`src/design/pgtm_pkg.sv`:
```
package pgtm_pkg;

    localparam logic [7:0] OUT2_REG_MASK_OFS   = 8'ha8;
    localparam logic [7:0] OUT2_PIN_MASK_OFS   = 8'ha9;
    localparam logic [7:0] OUT3_REG_MASK_OFS   = 8'haa;
    localparam logic [7:0] OUT3_PIN_MASK_OFS   = 8'hab;

    localparam logic [7:0] OUT2_REG_MASK_RST   = 8'hc0;
    localparam logic [7:0] OUT2_PIN_MASK_RST   = 8'h2f;
    localparam logic [7:0] OUT3_REG_MASK_RST   = 8'h00;
    localparam logic [7:0] OUT3_PIN_MASK_RST   = 8'h00;

    // Bit positions of the second mask register.
    localparam int CTL_IN_5_BIT       = 7;
    localparam int CTL_IN_4_BIT       = 6;
    localparam int CTL_IN_2_BIT       = 5;
    localparam int CTL_IN_1_BIT       = 4;
    localparam int TERMINATION_BIT    = 3;
    localparam int SWITCH_B2_BIT      = 2;
    localparam int SWITCH_B1_BIT      = 1;
    localparam int LDO_A3_B_BIT       = 0;

    // Bit positions of the first mask register.
    localparam int LDO_A2_A_BIT       = 7;
    localparam int SWITCH_A1_BIT      = 6;
    localparam int STEP_DOWN_6_BIT    = 5;
    localparam int STEP_DOWN_1_BIT    = 0;

    typedef struct packed {
        logic       write;
        logic       read;
        logic [7:0] addr;
        logic [7:0] wdata;
    } pgtm_req_type;

    typedef struct packed {
        logic [7:0] regulatorGood;
        logic [7:0] pinSwitchGood;
    } pgtm_src_type;

endpackage

```
`src/design/pgtm_power_good_tree_masks.sv`:
```
`timescale 1ns/1ps
// Behaviour
// [RULE1] Output 2 first mask: bits 7..0 ldo_a2_a, switch_a1, step_down_6..1; 1 excludes.
// [RULE2] Output 2 second mask bits 7..4 gate ctl_in_5, ctl_in_4, ctl_in_2, ctl_in_1.
// [RULE3] Output 2 second mask bits 3..0 gate termination, switch_b2, switch_b1, ldo_a3_b.
// [RULE4] Output 3 has its own identical pair of masks, independent of output 2.
// [RULE5] Output 2 first mask at A8h, resets to C0h.
// [RULE6] Output 2 second mask at A9h, resets to 2Fh.
// [RULE7] Output 3 masks at AAh and ABh, both reset to zero.
// [RULE8] A regulator flag is 1 when its output is within regulation.
// [RULE9] A pin shows good only when every included source is good.
module pgtm_power_good_tree_masks (
    input  wire logic                   core_clk,
    input  wire logic                   rst_b,
    input  wire pgtm_pkg::pgtm_req_type regReq,
    output logic [7:0]                  regRdata,
    output logic                        regHit,
    input  wire pgtm_pkg::pgtm_src_type srcGood,
    output logic                        outputPin2Good,
    output logic                        outputPin3Good
);

    // Sources come from analog comparators and pins, so they are synchronised first.
    pgtm_pkg::pgtm_src_type srcMeta_reg;
    pgtm_pkg::pgtm_src_type srcSync_reg;

    logic [7:0] out2RegMask_reg;
    logic [7:0] out2PinMask_reg;
    logic [7:0] out3RegMask_reg;
    logic [7:0] out3PinMask_reg;
    logic [7:0] regRdata_next;
    logic       regHit_next;
    logic       pin2Good_next;
    logic       pin3Good_next;

    // Positions of the regulator sources in the first mask register.
    localparam int LdoA2A    = pgtm_pkg::LDO_A2_A_BIT;
    localparam int SwitchA1  = pgtm_pkg::SWITCH_A1_BIT;
    localparam int StepDown6 = pgtm_pkg::STEP_DOWN_6_BIT;
    localparam int StepDown5 = pgtm_pkg::STEP_DOWN_1_BIT + 4;
    localparam int StepDown4 = pgtm_pkg::STEP_DOWN_1_BIT + 3;
    localparam int StepDown3 = pgtm_pkg::STEP_DOWN_1_BIT + 2;
    localparam int StepDown2 = pgtm_pkg::STEP_DOWN_1_BIT + 1;
    localparam int StepDown1 = pgtm_pkg::STEP_DOWN_1_BIT;

    // Positions of the pin and switch sources in the second mask register.
    localparam int CtlIn5    = pgtm_pkg::CTL_IN_5_BIT;
    localparam int CtlIn4    = pgtm_pkg::CTL_IN_4_BIT;
    localparam int CtlIn2    = pgtm_pkg::CTL_IN_2_BIT;
    localparam int CtlIn1    = pgtm_pkg::CTL_IN_1_BIT;
    localparam int TermReg   = pgtm_pkg::TERMINATION_BIT;
    localparam int SwitchB2  = pgtm_pkg::SWITCH_B2_BIT;
    localparam int SwitchB1  = pgtm_pkg::SWITCH_B1_BIT;
    localparam int LdoA3B    = pgtm_pkg::LDO_A3_B_BIT;

    // An excluded source reads as good, so it can never pull its tree low.
    function automatic logic source_ok(input logic [7:0] good,
                                       input logic [7:0] exclude,
                                       input int         pos);
        source_ok = good[pos] | exclude[pos]; // [RULE9]
    endfunction

    wire [7:0] regGood = srcSync_reg.regulatorGood; // [RULE8]
    wire [7:0] pinGood = srcSync_reg.pinSwitchGood;
    wire [7:0] pin2RegOk;
    wire [7:0] pin2PinOk;
    wire [7:0] pin3RegOk;
    wire [7:0] pin3PinOk;

    // Each source is wired by name so the map does not hang on vector order.
    assign pin2RegOk[LdoA2A]    = source_ok(regGood, out2RegMask_reg, LdoA2A); // [RULE1]
    assign pin2RegOk[SwitchA1]  = source_ok(regGood, out2RegMask_reg, SwitchA1); // [RULE1]
    assign pin2RegOk[StepDown6] = source_ok(regGood, out2RegMask_reg, StepDown6); // [RULE1]
    assign pin2RegOk[StepDown5] = source_ok(regGood, out2RegMask_reg, StepDown5); // [RULE1]
    assign pin2RegOk[StepDown4] = source_ok(regGood, out2RegMask_reg, StepDown4); // [RULE1]
    assign pin2RegOk[StepDown3] = source_ok(regGood, out2RegMask_reg, StepDown3); // [RULE1]
    assign pin2RegOk[StepDown2] = source_ok(regGood, out2RegMask_reg, StepDown2); // [RULE1]
    assign pin2RegOk[StepDown1] = source_ok(regGood, out2RegMask_reg, StepDown1); // [RULE1]
    assign pin2PinOk[CtlIn5]    = source_ok(pinGood, out2PinMask_reg, CtlIn5); // [RULE2]
    assign pin2PinOk[CtlIn4]    = source_ok(pinGood, out2PinMask_reg, CtlIn4); // [RULE2]
    assign pin2PinOk[CtlIn2]    = source_ok(pinGood, out2PinMask_reg, CtlIn2); // [RULE2]
    assign pin2PinOk[CtlIn1]    = source_ok(pinGood, out2PinMask_reg, CtlIn1); // [RULE2]
    assign pin2PinOk[TermReg]   = source_ok(pinGood, out2PinMask_reg, TermReg); // [RULE3]
    assign pin2PinOk[SwitchB2]  = source_ok(pinGood, out2PinMask_reg, SwitchB2); // [RULE3]
    assign pin2PinOk[SwitchB1]  = source_ok(pinGood, out2PinMask_reg, SwitchB1); // [RULE3]
    assign pin2PinOk[LdoA3B]    = source_ok(pinGood, out2PinMask_reg, LdoA3B); // [RULE3]

    // Output 3 uses the same map with its own masks, so the trees never interact.
    assign pin3RegOk[LdoA2A]    = source_ok(regGood, out3RegMask_reg, LdoA2A); // [RULE4]
    assign pin3RegOk[SwitchA1]  = source_ok(regGood, out3RegMask_reg, SwitchA1); // [RULE4]
    assign pin3RegOk[StepDown6] = source_ok(regGood, out3RegMask_reg, StepDown6); // [RULE4]
    assign pin3RegOk[StepDown5] = source_ok(regGood, out3RegMask_reg, StepDown5); // [RULE4]
    assign pin3RegOk[StepDown4] = source_ok(regGood, out3RegMask_reg, StepDown4); // [RULE4]
    assign pin3RegOk[StepDown3] = source_ok(regGood, out3RegMask_reg, StepDown3); // [RULE4]
    assign pin3RegOk[StepDown2] = source_ok(regGood, out3RegMask_reg, StepDown2); // [RULE4]
    assign pin3RegOk[StepDown1] = source_ok(regGood, out3RegMask_reg, StepDown1); // [RULE4]
    assign pin3PinOk[CtlIn5]    = source_ok(pinGood, out3PinMask_reg, CtlIn5); // [RULE4]
    assign pin3PinOk[CtlIn4]    = source_ok(pinGood, out3PinMask_reg, CtlIn4); // [RULE4]
    assign pin3PinOk[CtlIn2]    = source_ok(pinGood, out3PinMask_reg, CtlIn2); // [RULE4]
    assign pin3PinOk[CtlIn1]    = source_ok(pinGood, out3PinMask_reg, CtlIn1); // [RULE4]
    assign pin3PinOk[TermReg]   = source_ok(pinGood, out3PinMask_reg, TermReg); // [RULE4]
    assign pin3PinOk[SwitchB2]  = source_ok(pinGood, out3PinMask_reg, SwitchB2); // [RULE4]
    assign pin3PinOk[SwitchB1]  = source_ok(pinGood, out3PinMask_reg, SwitchB1); // [RULE4]
    assign pin3PinOk[LdoA3B]    = source_ok(pinGood, out3PinMask_reg, LdoA3B); // [RULE4]

    wire selOut2Reg = regReq.addr == pgtm_pkg::OUT2_REG_MASK_OFS;
    wire selOut2Pin = regReq.addr == pgtm_pkg::OUT2_PIN_MASK_OFS;
    wire selOut3Reg = regReq.addr == pgtm_pkg::OUT3_REG_MASK_OFS;
    wire selOut3Pin = regReq.addr == pgtm_pkg::OUT3_PIN_MASK_OFS;

    // Unmapped addresses belong to other register banks, so this bank reads zero there.
    assign regHit_next   = selOut2Reg | selOut2Pin | selOut3Reg | selOut3Pin;
    assign regRdata_next = !regReq.read ? 8'h00 :
                           selOut2Reg   ? out2RegMask_reg :
                           selOut2Pin   ? out2PinMask_reg :
                           selOut3Reg   ? out3RegMask_reg :
                           selOut3Pin   ? out3PinMask_reg : 8'h00;

    assign pin2Good_next = &{pin2RegOk, pin2PinOk}; // [RULE9]
    assign pin3Good_next = &{pin3RegOk, pin3PinOk}; // [RULE9]

    always_ff @(posedge core_clk or negedge rst_b) begin
        if (!rst_b) begin
            srcMeta_reg <= '0;
            srcSync_reg <= '0;
        end else begin
            srcMeta_reg <= srcGood;
            srcSync_reg <= srcMeta_reg;
        end
    end

    always_ff @(posedge core_clk or negedge rst_b) begin
        if (!rst_b) begin
            out2RegMask_reg <= pgtm_pkg::OUT2_REG_MASK_RST; // [RULE5]
            out2PinMask_reg <= pgtm_pkg::OUT2_PIN_MASK_RST; // [RULE6]
            out3RegMask_reg <= pgtm_pkg::OUT3_REG_MASK_RST; // [RULE7]
            out3PinMask_reg <= pgtm_pkg::OUT3_PIN_MASK_RST; // [RULE7]
        end else if (regReq.write) begin
            if (selOut2Reg) out2RegMask_reg <= regReq.wdata; // [RULE5]
            if (selOut2Pin) out2PinMask_reg <= regReq.wdata; // [RULE6]
            if (selOut3Reg) out3RegMask_reg <= regReq.wdata; // [RULE7]
            if (selOut3Pin) out3PinMask_reg <= regReq.wdata; // [RULE7]
        end
    end

    always_ff @(posedge core_clk or negedge rst_b) begin
        if (!rst_b) begin
            regRdata       <= 8'h00;
            regHit         <= 1'b0;
            outputPin2Good <= 1'b0;
            outputPin3Good <= 1'b0;
        end else begin
            regRdata       <= regRdata_next;
            regHit         <= regHit_next;
            outputPin2Good <= pin2Good_next;
            outputPin3Good <= pin3Good_next;
        end
    end

endmodule // pgtm_power_good_tree_masks

```
`config.mk`:
```
export PLATFORM = sky130hd
export DESIGN_NAME = pgtm_power_good_tree_masks
export DESIGN_NICKNAME = d
export VERILOG_FILES = /design/src/design/pgtm_pkg.sv /design/src/design/pgtm_power_good_tree_masks.sv
export SDC_FILE = /design/constraint.sdc
export NUM_CORES = 1
export LEC_CHECK = 0
export BUFFER_PORTS_ARGS = -buffer_cell sky130_fd_sc_hd__buf_4
export CAP_MARGIN = 30
export CORE_MARGIN = 2
export CORE_UTILIZATION = 30
export CTS_BUF_LIST = sky130_fd_sc_hd__clkbuf_4 sky130_fd_sc_hd__clkbuf_8
export DETAILED_ROUTE_END_ITERATION = 16
export GPL_TIMING_DRIVEN = 0
export PLACE_DENSITY = 0.59
export REMOVE_ABC_BUFFERS = 1
export SYNTH_ARGS = -nofsm -noshare
export SYNTH_HDL_FRONTEND = slang
export SYNTH_SLANG_ARGS = --single-unit
export TNS_END_PERCENT = 10
```
`constraint.sdc`:
```
create_clock -name core_clk -period 0.83 [get_ports core_clk]
set_input_delay 0.083 -clock core_clk [delete_from_list [all_inputs] [get_ports core_clk]]
set_output_delay 0.083 -clock core_clk [all_outputs]
set_load 0.05 [all_outputs]
```
# Word level (Yosys, flattened, before mapping)
# Index checks and enable logic that the tools add are counted.
# totals
ff_bits	75
latch_bits	0
mem_bits_rw	0
mem_bits_ro	0
output_inout_bits	11
word_cells	62
mem_count	0
# op_classes
addsub	0
mul	0
n_div	0
magnitude_cmp	0
n_eq_ne	4
n_shift	0
muxes	5
n_bitwise	35
reduce_logical	6
# ops
operator	n
$mux W8	5
$or A1 B1 Y1	35
$eq A8 B8 Y1 const B	4
$reduce_and A16 Y1	2
$reduce_and A2 Y1	4

# Logic depth before layout (Yosys ltp)
# Gate-level depths: netlist of the first run.
# logic_depth
ltp_word	6
depth_mapped	5

# Worst setup path before layout of the first run
# Ideal clock, no wire load.
# synth_timing
kind	in2reg
start	input regReq[10] (netlist bit)
end	register out2RegMask_reg[0]
setup_time_ps	125
arrival_time_ps	1322
required_ps	705
path_slack_ps	-617
path_stages	5
path_buffers	2
cell_sequence	nand4bb_1 > buf_6 > or4_4 > buf_6 > mux2_4
# synth_between
elab_chain_cells	2
# synth_lines
element	line_no	rtl
start, declared	pgtm_power_good_tree_masks.sv:15	input wire pgtm_pkg::pgtm_req_type regReq,
$eq A8 B8 Y1	pgtm_power_good_tree_masks.sv:106	wire selOut2Reg = regReq.addr == pgtm_pkg::OUT2_REG_MASK_OFS;
$reduce_and A2 Y1 (no source line)	-	
end signal, assigned	pgtm_power_good_tree_masks.sv:134	out2RegMask_reg <= pgtm_pkg::OUT2_REG_MASK_RST;
end signal, assigned	pgtm_power_good_tree_masks.sv:139	if (selOut2Reg) out2RegMask_reg <= regReq.wdata;
end, declared	pgtm_power_good_tree_masks.sv:27	logic [7:0] out2RegMask_reg;
# Every way passes these cells.
# A chain may end at the register's enable or synchronous reset.

# Final worst setup path of the first run
# layout_timing
start	input regReq[10] (netlist bit)
end	register out2RegMask_reg[3]
# Same word-level chain as after synthesis.

==> flow_metrics.env, run 1 <==
export IMPL_run_status="finished, violations left"
export IMPL_failing_checks="negative hold slack, negative setup slack"
export IMPL_largest_register_ffs=16
export IMPL_final_antenna_net_count=0
export IMPL_critical_path_peak_fanout=8
export IMPL_detailedRoute_firstPassIterationCount=4
export IMPL_wl_per_cell_um=16.4
export IMPL_global_route_wire_length_before_repair_mm=9.65
export IMPL_max_clock_path_buffers=2
export IMPL_post_drt_via_cell_ratio=4.73
export IMPL_cellPowerDensity_nw_per_um2=1870
export IMPL_die_width_um=101
export IMPL_insertion_delay_ns=0.35
export IMPL_grt_remaining_overflow=0
export IMPL_final_hold_violation_count=68
export IMPL_filler_cell_count=837
export IMPL_dieArea_um2=10100
export IMPL_clock_sink_count=75
export IMPL_floorplan_initialDensity=0.307
export IMPL_avg_cell_area_syn_um2=15.9
export IMPL_gp_routability_congestion=0.801
export IMPL_fp_dieH_um=101
export IMPL_clock_tree_htree_level_count=3
export IMPL_vias_post_dr=1778
export IMPL_io_buffers=46
export IMPL_netlist_area_um2=2810
export IMPL_max_cap_violations=0
export IMPL_number_of_enable_flip_flop_cells_after_synthesis=0
export IMPL_report_final_slew_viol_count=0
export IMPL_power_ir_vdd_worst_mv=1.30
export IMPL_nNetsFinal=296
export IMPL_grt_use_met3=0.0388
export IMPL_setup_reg_to_reg_worst_slack_ns=-0.21
export IMPL_setup_ws_ns=-0.368
export IMPL_synth_to_layout_area_growth_pct=41.9
export IMPL_use_met1=0.174
export IMPL_final_period_utilization=1.44
export IMPL_detail_route_wirelength_mm=6.17
export IMPL_synth_main_ff_cell="dfrtp_1"
export IMPL_number_of_diodes_added_for_antenna_fixing=0
export IMPL_max_freq_mhz=835
export IMPL_fin_util=0.435
export IMPL_number_of_antenna_violations_at_the_first_check_in_global_routing=0
export IMPL_holdCritPathClass="input pin to async pin"
export IMPL_number_of_cells_on_the_worst_reg_to_reg_path=3
export IMPL_critical_path_required_ns=1.07
export IMPL_pre_cts_slack_ns=-1.19
export IMPL_grtUsageTotal=0.129
export IMPL_hpwl_mm=3.93
export IMPL_multiInputGateArea_um2=991
export IMPL_netlist_instances=176
export IMPL_synthesis_yosys_warnings=0
export IMPL_grt_start_max_net_pins=76
export IMPL_timing_critical_path_from_type="input pin"
export IMPL_grtUsageMet2=0.192
export IMPL_crit_path_end_kind="register"
export IMPL_floorplan_core_area_um2=9150
export IMPL_crit_type="input pin to register"
export IMPL_hold_slack_ns=-0.148
export IMPL_critical_path_reg2reg_startpoint="out2RegMask_reg[7]"
export IMPL_final_layout_size_suffix_gt1_frac=0.457
export IMPL_skew_ns=0.00933
export IMPL_cts_tree="done"
export IMPL_slew_margin_rel=0.401
export IMPL_synth_unique_cells=24
export IMPL_rsz0062_at_grt="true"
export IMPL_total_clock_buffers_created_by_cts=9
export IMPL_root_buffer="clkbuf_8"
export IMPL_core_rowCount=35
export IMPL_first_global_vias=1864
export IMPL_cp_startpoint="regReq[10]"
export IMPL_timing_setup_tns_ns=-12.47
export IMPL_r2r_end="outputPin2Good"
export IMPL_setup_viol=53
export IMPL_worst_setup_hold_path_clk_slew_ns=0.08
export IMPL_leakage_nw=1.94
export IMPL_tightest_slew_ns=0.898
export IMPL_final_seq_area_um2=1890
export IMPL_ctsHoldBuffers=24
export IMPL_asyncSetResetFlopFracSynth=1.00
export IMPL_route_detailed_drc=0
export IMPL_timing_critical_path_arrival_ns=1.43
export IMPL_synth_seq_cells=75
export IMPL_min_period_ns=1.20
export IMPL_synth_yosys_seq_area_share=0.672
export IMPL_io_pins=47
export IMPL_detailedRoute_firstIterationViolations=78
export IMPL_busiest_layer="met2"
-- synth_stat cells, types with 2 or more instances --
master | instances | share of area
o211a_1 | 8 | 0.029
nor2_1 | 9 | 0.012
mux2i_1 | 8 | 0.029
clkbuf_1 | 2 | 0.0027
a2bb2oi_1 | 8 | 0.025
nor3_2 | 2 | 0.0071
mux2_2 | 24 | 0.096
dfstp_2 | 7 | 0.066
and4_1 | 2 | 0.0062
mux2_4 | 8 | 0.043
buf_6 | 2 | 0.0080
o22ai_1 | 16 | 0.036
nand2b_1 | 2 | 0.0045
dfrtp_1 | 68 | 0.61
-- cell type report --
type                            instances  share of cell area
Sequential cell                        75               0.473
Multi-Input combinational cell         94               0.249
Tap cell                              111              0.0349
Clock buffer                           11              0.0380
Timing Repair Buffer                   79               0.189
Inverter                                1            0.000943
Clock inverter                          5              0.0154
-- stage by stage --
step	std cells	power [mW]	area (um2)
after floorplan	170	4.16	2760
after global routing	376	7.76	3980
after CTS	375	7.51	3940
after detailed placement	328	4.47	3260
after global placement	327	4.46	3250
final	376	7.43	3980
-- metal layers --
layer	vias to the layer above	wire length (um)	share of wire
met5	-	0	0
met4	0	131	0.021
met3	12	311	0.050
met2	53	2780	0.45
met1	891	2940	0.48
li1	822	-	-
-- critical path: stages --
cell	delay, ns
buf_6	0.09
nand4bb_4	0.24
or4_4	0.68
mux2_4	0.33
-- logic make-up after synthesis --
group,after synthesis,synth area share
flops,75,0.672
buf+inv,7,0.0165
simple gates,22,0.0548
mux,40,0.168
compound gates,32,0.0892
-- cell usage in the layout, fill, tap and decap left out --
master / count
buf_6: 16
clkinv_2: 1
dfstp_2: 7
o22ai_1: 13
bufinv_16: 1
nand2b_4: 1
buf_12: 3
o211a_1: 8
dfrtp_1: 68
clkbuf_8: 11
mux2i_1: 8
clkinv_4: 3
nand2b_1: 1
or4_4: 2
inv_1: 1
nor4b_4: 1
buf_4: 36
nand2_1: 1
nor2_1: 9
nand3b_1: 1
nand4bb_4: 1
mux2_4: 22
mux2_2: 10
dlygate4sd3_1: 24
nor3_4: 2
a2bb2oi_1: 8
nor3_2: 1
and4_1: 2
o22ai_2: 3
-- timing repair --
action                                 in CTS  in global routing
buffers inserted                            7                  1
resized for setup                          31                 10
pin swaps                                   9                  5
setup endpoints to repair                  53                 53
endpoints found under the hold margin     116                 68
-- worst max-delay path by stage --
| stage | to | slack [ns] | cells after the start |
|---|---|---|---|
| 4_1_cts | out2RegMask_reg[3] | -0.36 | 4 |
| 2_1_floorplan | out2RegMask_reg[0] | -0.71 | 3 |
| 3_5_place_dp | out3PinMask_reg[2] | -1.19 | 4 |
| 5_1_grt | out2RegMask_reg[1] | -0.38 | 4 |
| 3_3_place_gp | regRdata[7] | -1.16 | 4 |
| 6_report | out2RegMask_reg[3] | -0.37 | 4 |
-- report_power, final --
| group | switching [mW] | internal (mW) | leakage (nW) |
|---|---|---|---|
| clock | 1.32 | 1.56 | 0.109 |
| combinational | 0.248 | 0.372 | 0.890 |
| sequential | 0.113 | 3.82 | 0.944 |
| total | 1.68 | 5.76 | 1.94 |
No activity file was read; power rests on OpenSTA's default activity.
==> run 2, diff against run 1 <==
==> constraint.sdc (replaced) <==
create_clock -name core_clk -period 0.83 [get_ports core_clk]
set_input_delay 0.0415 -clock core_clk [delete_from_list [all_inputs] [get_ports core_clk]]
set_output_delay 0.0415 -clock core_clk [all_outputs]
set_load 0.05 [all_outputs]
==> run 2 against run 1 <==
  * The run still ends with negative hold slack, negative setup slack left
  * Via count shrank 0.17%
  * Routed wire length fell by 1.6%
  * Count of clock-buffer cells in the layout stayed put
  * Fmax rose by 5.0%
  * Setup slack improved by 0.057 ns
  * Largest cell class unchanged
  * Largest power group unchanged
  * Critical endpoint unchanged
  * First-iteration DRC count increased by 27%
  * Critical path type unchanged
==> flow_metrics.env, run 2 (synthesis gave the netlist of run 1 again) <==
export IMPL_floorplan_core_area_um2=9150
export IMPL_global_route_wire_length_before_repair_mm=9.65
export IMPL_synth_to_layout_area_growth_pct=41.2
export IMPL_critical_path_slowest_cell="or4_4"
export IMPL_pre_cts_slack_ns=-1.15
export IMPL_clock_sink_count=75
export IMPL_gp_routability_congestion=0.801
export IMPL_hold_slack_ns=-0.197
export IMPL_cp_cell_sequence="buf_6 > nand4bb_4 > or4_4 > mux2_4"
export IMPL_io_buffers=46
export IMPL_commonest_non_fill_non_tap_cells_in_the_layout="68 x dfrtp_1, 39 x buf_4, 25 x dlygate4sd3_1"
export IMPL_number_of_antenna_violations_at_the_first_check_in_global_routing=0
export IMPL_largest_register_ffs=16
export IMPL_final_hold_violation_count=68
export IMPL_cts_tree="done"
export IMPL_skew_ns=0.00775
export IMPL_mostFrequentLayoutCell="dfrtp_1"
export IMPL_worst_setup_hold_path_clk_slew_ns=0.07
export IMPL_combinational_power_share=0.082
export IMPL_cellPowerDensity_nw_per_um2=1880
export IMPL_io_pins=47
export IMPL_crit_type="input pin to register"
export IMPL_power_ir_vdd_worst_mv=1.30
export IMPL_detailedRoute_firstIterationViolations=99
export IMPL_number_of_diodes_added_for_antenna_fixing=0
export IMPL_critical_path_required_ns=1.07
export IMPL_failing_checks="negative hold slack, negative setup slack"
export IMPL_post_drt_via_cell_ratio=4.71
export IMPL_total_clock_buffers_created_by_cts=9
export IMPL_grt_start_max_net_pins=76
export IMPL_holdCritPathClass="input pin to async pin"
export IMPL_final_antenna_net_count=0
export IMPL_critical_path_buf_inv_count=1
export IMPL_setup_viol=53
export IMPL_seq_power_share=0.529
export IMPL_detail_route_wirelength_mm=6.07
export IMPL_slowest_delay_ns=0.68
export IMPL_share_clk_of_total_power=0.389
export IMPL_vias_post_dr=1775
export IMPL_fin_util=0.433
export IMPL_grtUsageTotal=0.129
export IMPL_timing_critical_path_from_type="input pin"
export IMPL_rsz0062_at_grt="true"
export IMPL_leakage_nw=1.93
export IMPL_nNetsFinal=297
export IMPL_max_freq_mhz=877
export IMPL_max_cap_violations=0
export IMPL_core_rowCount=35
export IMPL_crit_path_end_kind="register"
export IMPL_timing_critical_path_arrival_ns=1.38
export IMPL_die_width_um=101
export IMPL_ctsHoldBuffers=25
export IMPL_detailedRoute_firstPassIterationCount=4
export IMPL_grt_remaining_overflow=0
export IMPL_fp_dieH_um=101
export IMPL_setup_ws_ns=-0.311
export IMPL_wl_per_cell_um=16.1
export IMPL_cellInternalPower_mw=5.75
export IMPL_timing_setup_tns_ns=-9.85
export IMPL_critical_path_peak_fanout=8
export IMPL_report_final_slew_viol_count=0
export IMPL_final_period_utilization=1.37
export IMPL_min_period_ns=1.14
export IMPL_floorplan_initialDensity=0.307
export IMPL_power_mw=7.44
export IMPL_tightest_slew_ns=0.901
export IMPL_switching_power_mw=1.69
export IMPL_max_clock_path_buffers=2
export IMPL_final_layout_size_suffix_gt1_frac=0.459
export IMPL_root_buffer="clkbuf_8"
export IMPL_swShare=0.227
export IMPL_hpwl_mm=3.93
export IMPL_run_status="finished, violations left"
export IMPL_route_detailed_drc=0
export IMPL_worst_path_dominant_cell_family="simple AND/OR/NAND/NOR gates"
export IMPL_clock_tree_htree_level_count=3
export IMPL_first_global_vias=1851
export IMPL_slew_margin_rel=0.400
export IMPL_dieArea_um2=10100
export IMPL_insertion_delay_ns=0.36
==> run 2: cell type report <==
cell class	instances	area (um2)
timing repair buffer	80	749
multi-input combinational	94	971
tap	111	139
inverter	1	3.75
sequential	75	1890
fill	838	5190
clock buffer	11	151
clock inverter	5	61.3
==> run 2: what timing repair did <==
action                                 4_1_cts  5_1_grt
buffers inserted                             7        1
endpoints found under the hold margin      117       68
pin swaps                                    9        7
setup endpoints to repair                   53       53
gates resized for setup                     31        1
==> run 2: per-stage QoR <==
step	hold slack (ns)	instance area, um2	instances
after detailed placement	0.152	3260	328
after global routing	-0.105	3960	377
after global placement	0.152	3250	327
after CTS	-0.147	3950	376
after floorplan	-0.254	2760	170
final	-0.197	3960	377
==> run 2: final timing paths <==
kind                                     from                  to  slack [ns]  cells past startpoint
max                                regReq[14]  out2RegMask_reg[3]       -0.31                      4
min                                     rst_b         regRdata[2]       -0.20                      1
max reg2reg                out2RegMask_reg[7]      outputPin2Good       -0.19                      3
min reg2reg                   srcMeta_reg[14]          regGood[6]        0.35                      0
max in group asynchronous               rst_b      srcMeta_reg[8]        0.44                      1
min in group core_clk              regReq[16]         regRdata[2]        0.06                      4
==> run 2: layer usage <==
layer / wire length [um] / up-vias / GRT usage
met5: 0 / - / 0
met4: 135 / 0 / 0.0569
met3: 322 / 12 / 0.0388
met2: 2720 / 58 / 0.190
met1: 2890 / 881 / 0.177
li1: - / 824 / -
==> run 2: power groups by stage <==
stage / clock (mW) / combinational, mW / sequential [mW]
final: 2.89 / 0.612 / 3.93
after global routing: 3.13 / 0.673 / 3.95
after CTS: 2.97 / 0.616 / 3.93
after detailed placement: 0 / 0.474 / 4.00
after global placement: 0 / 0.466 / 3.99
after floorplan: 0 / 0.197 / 3.96
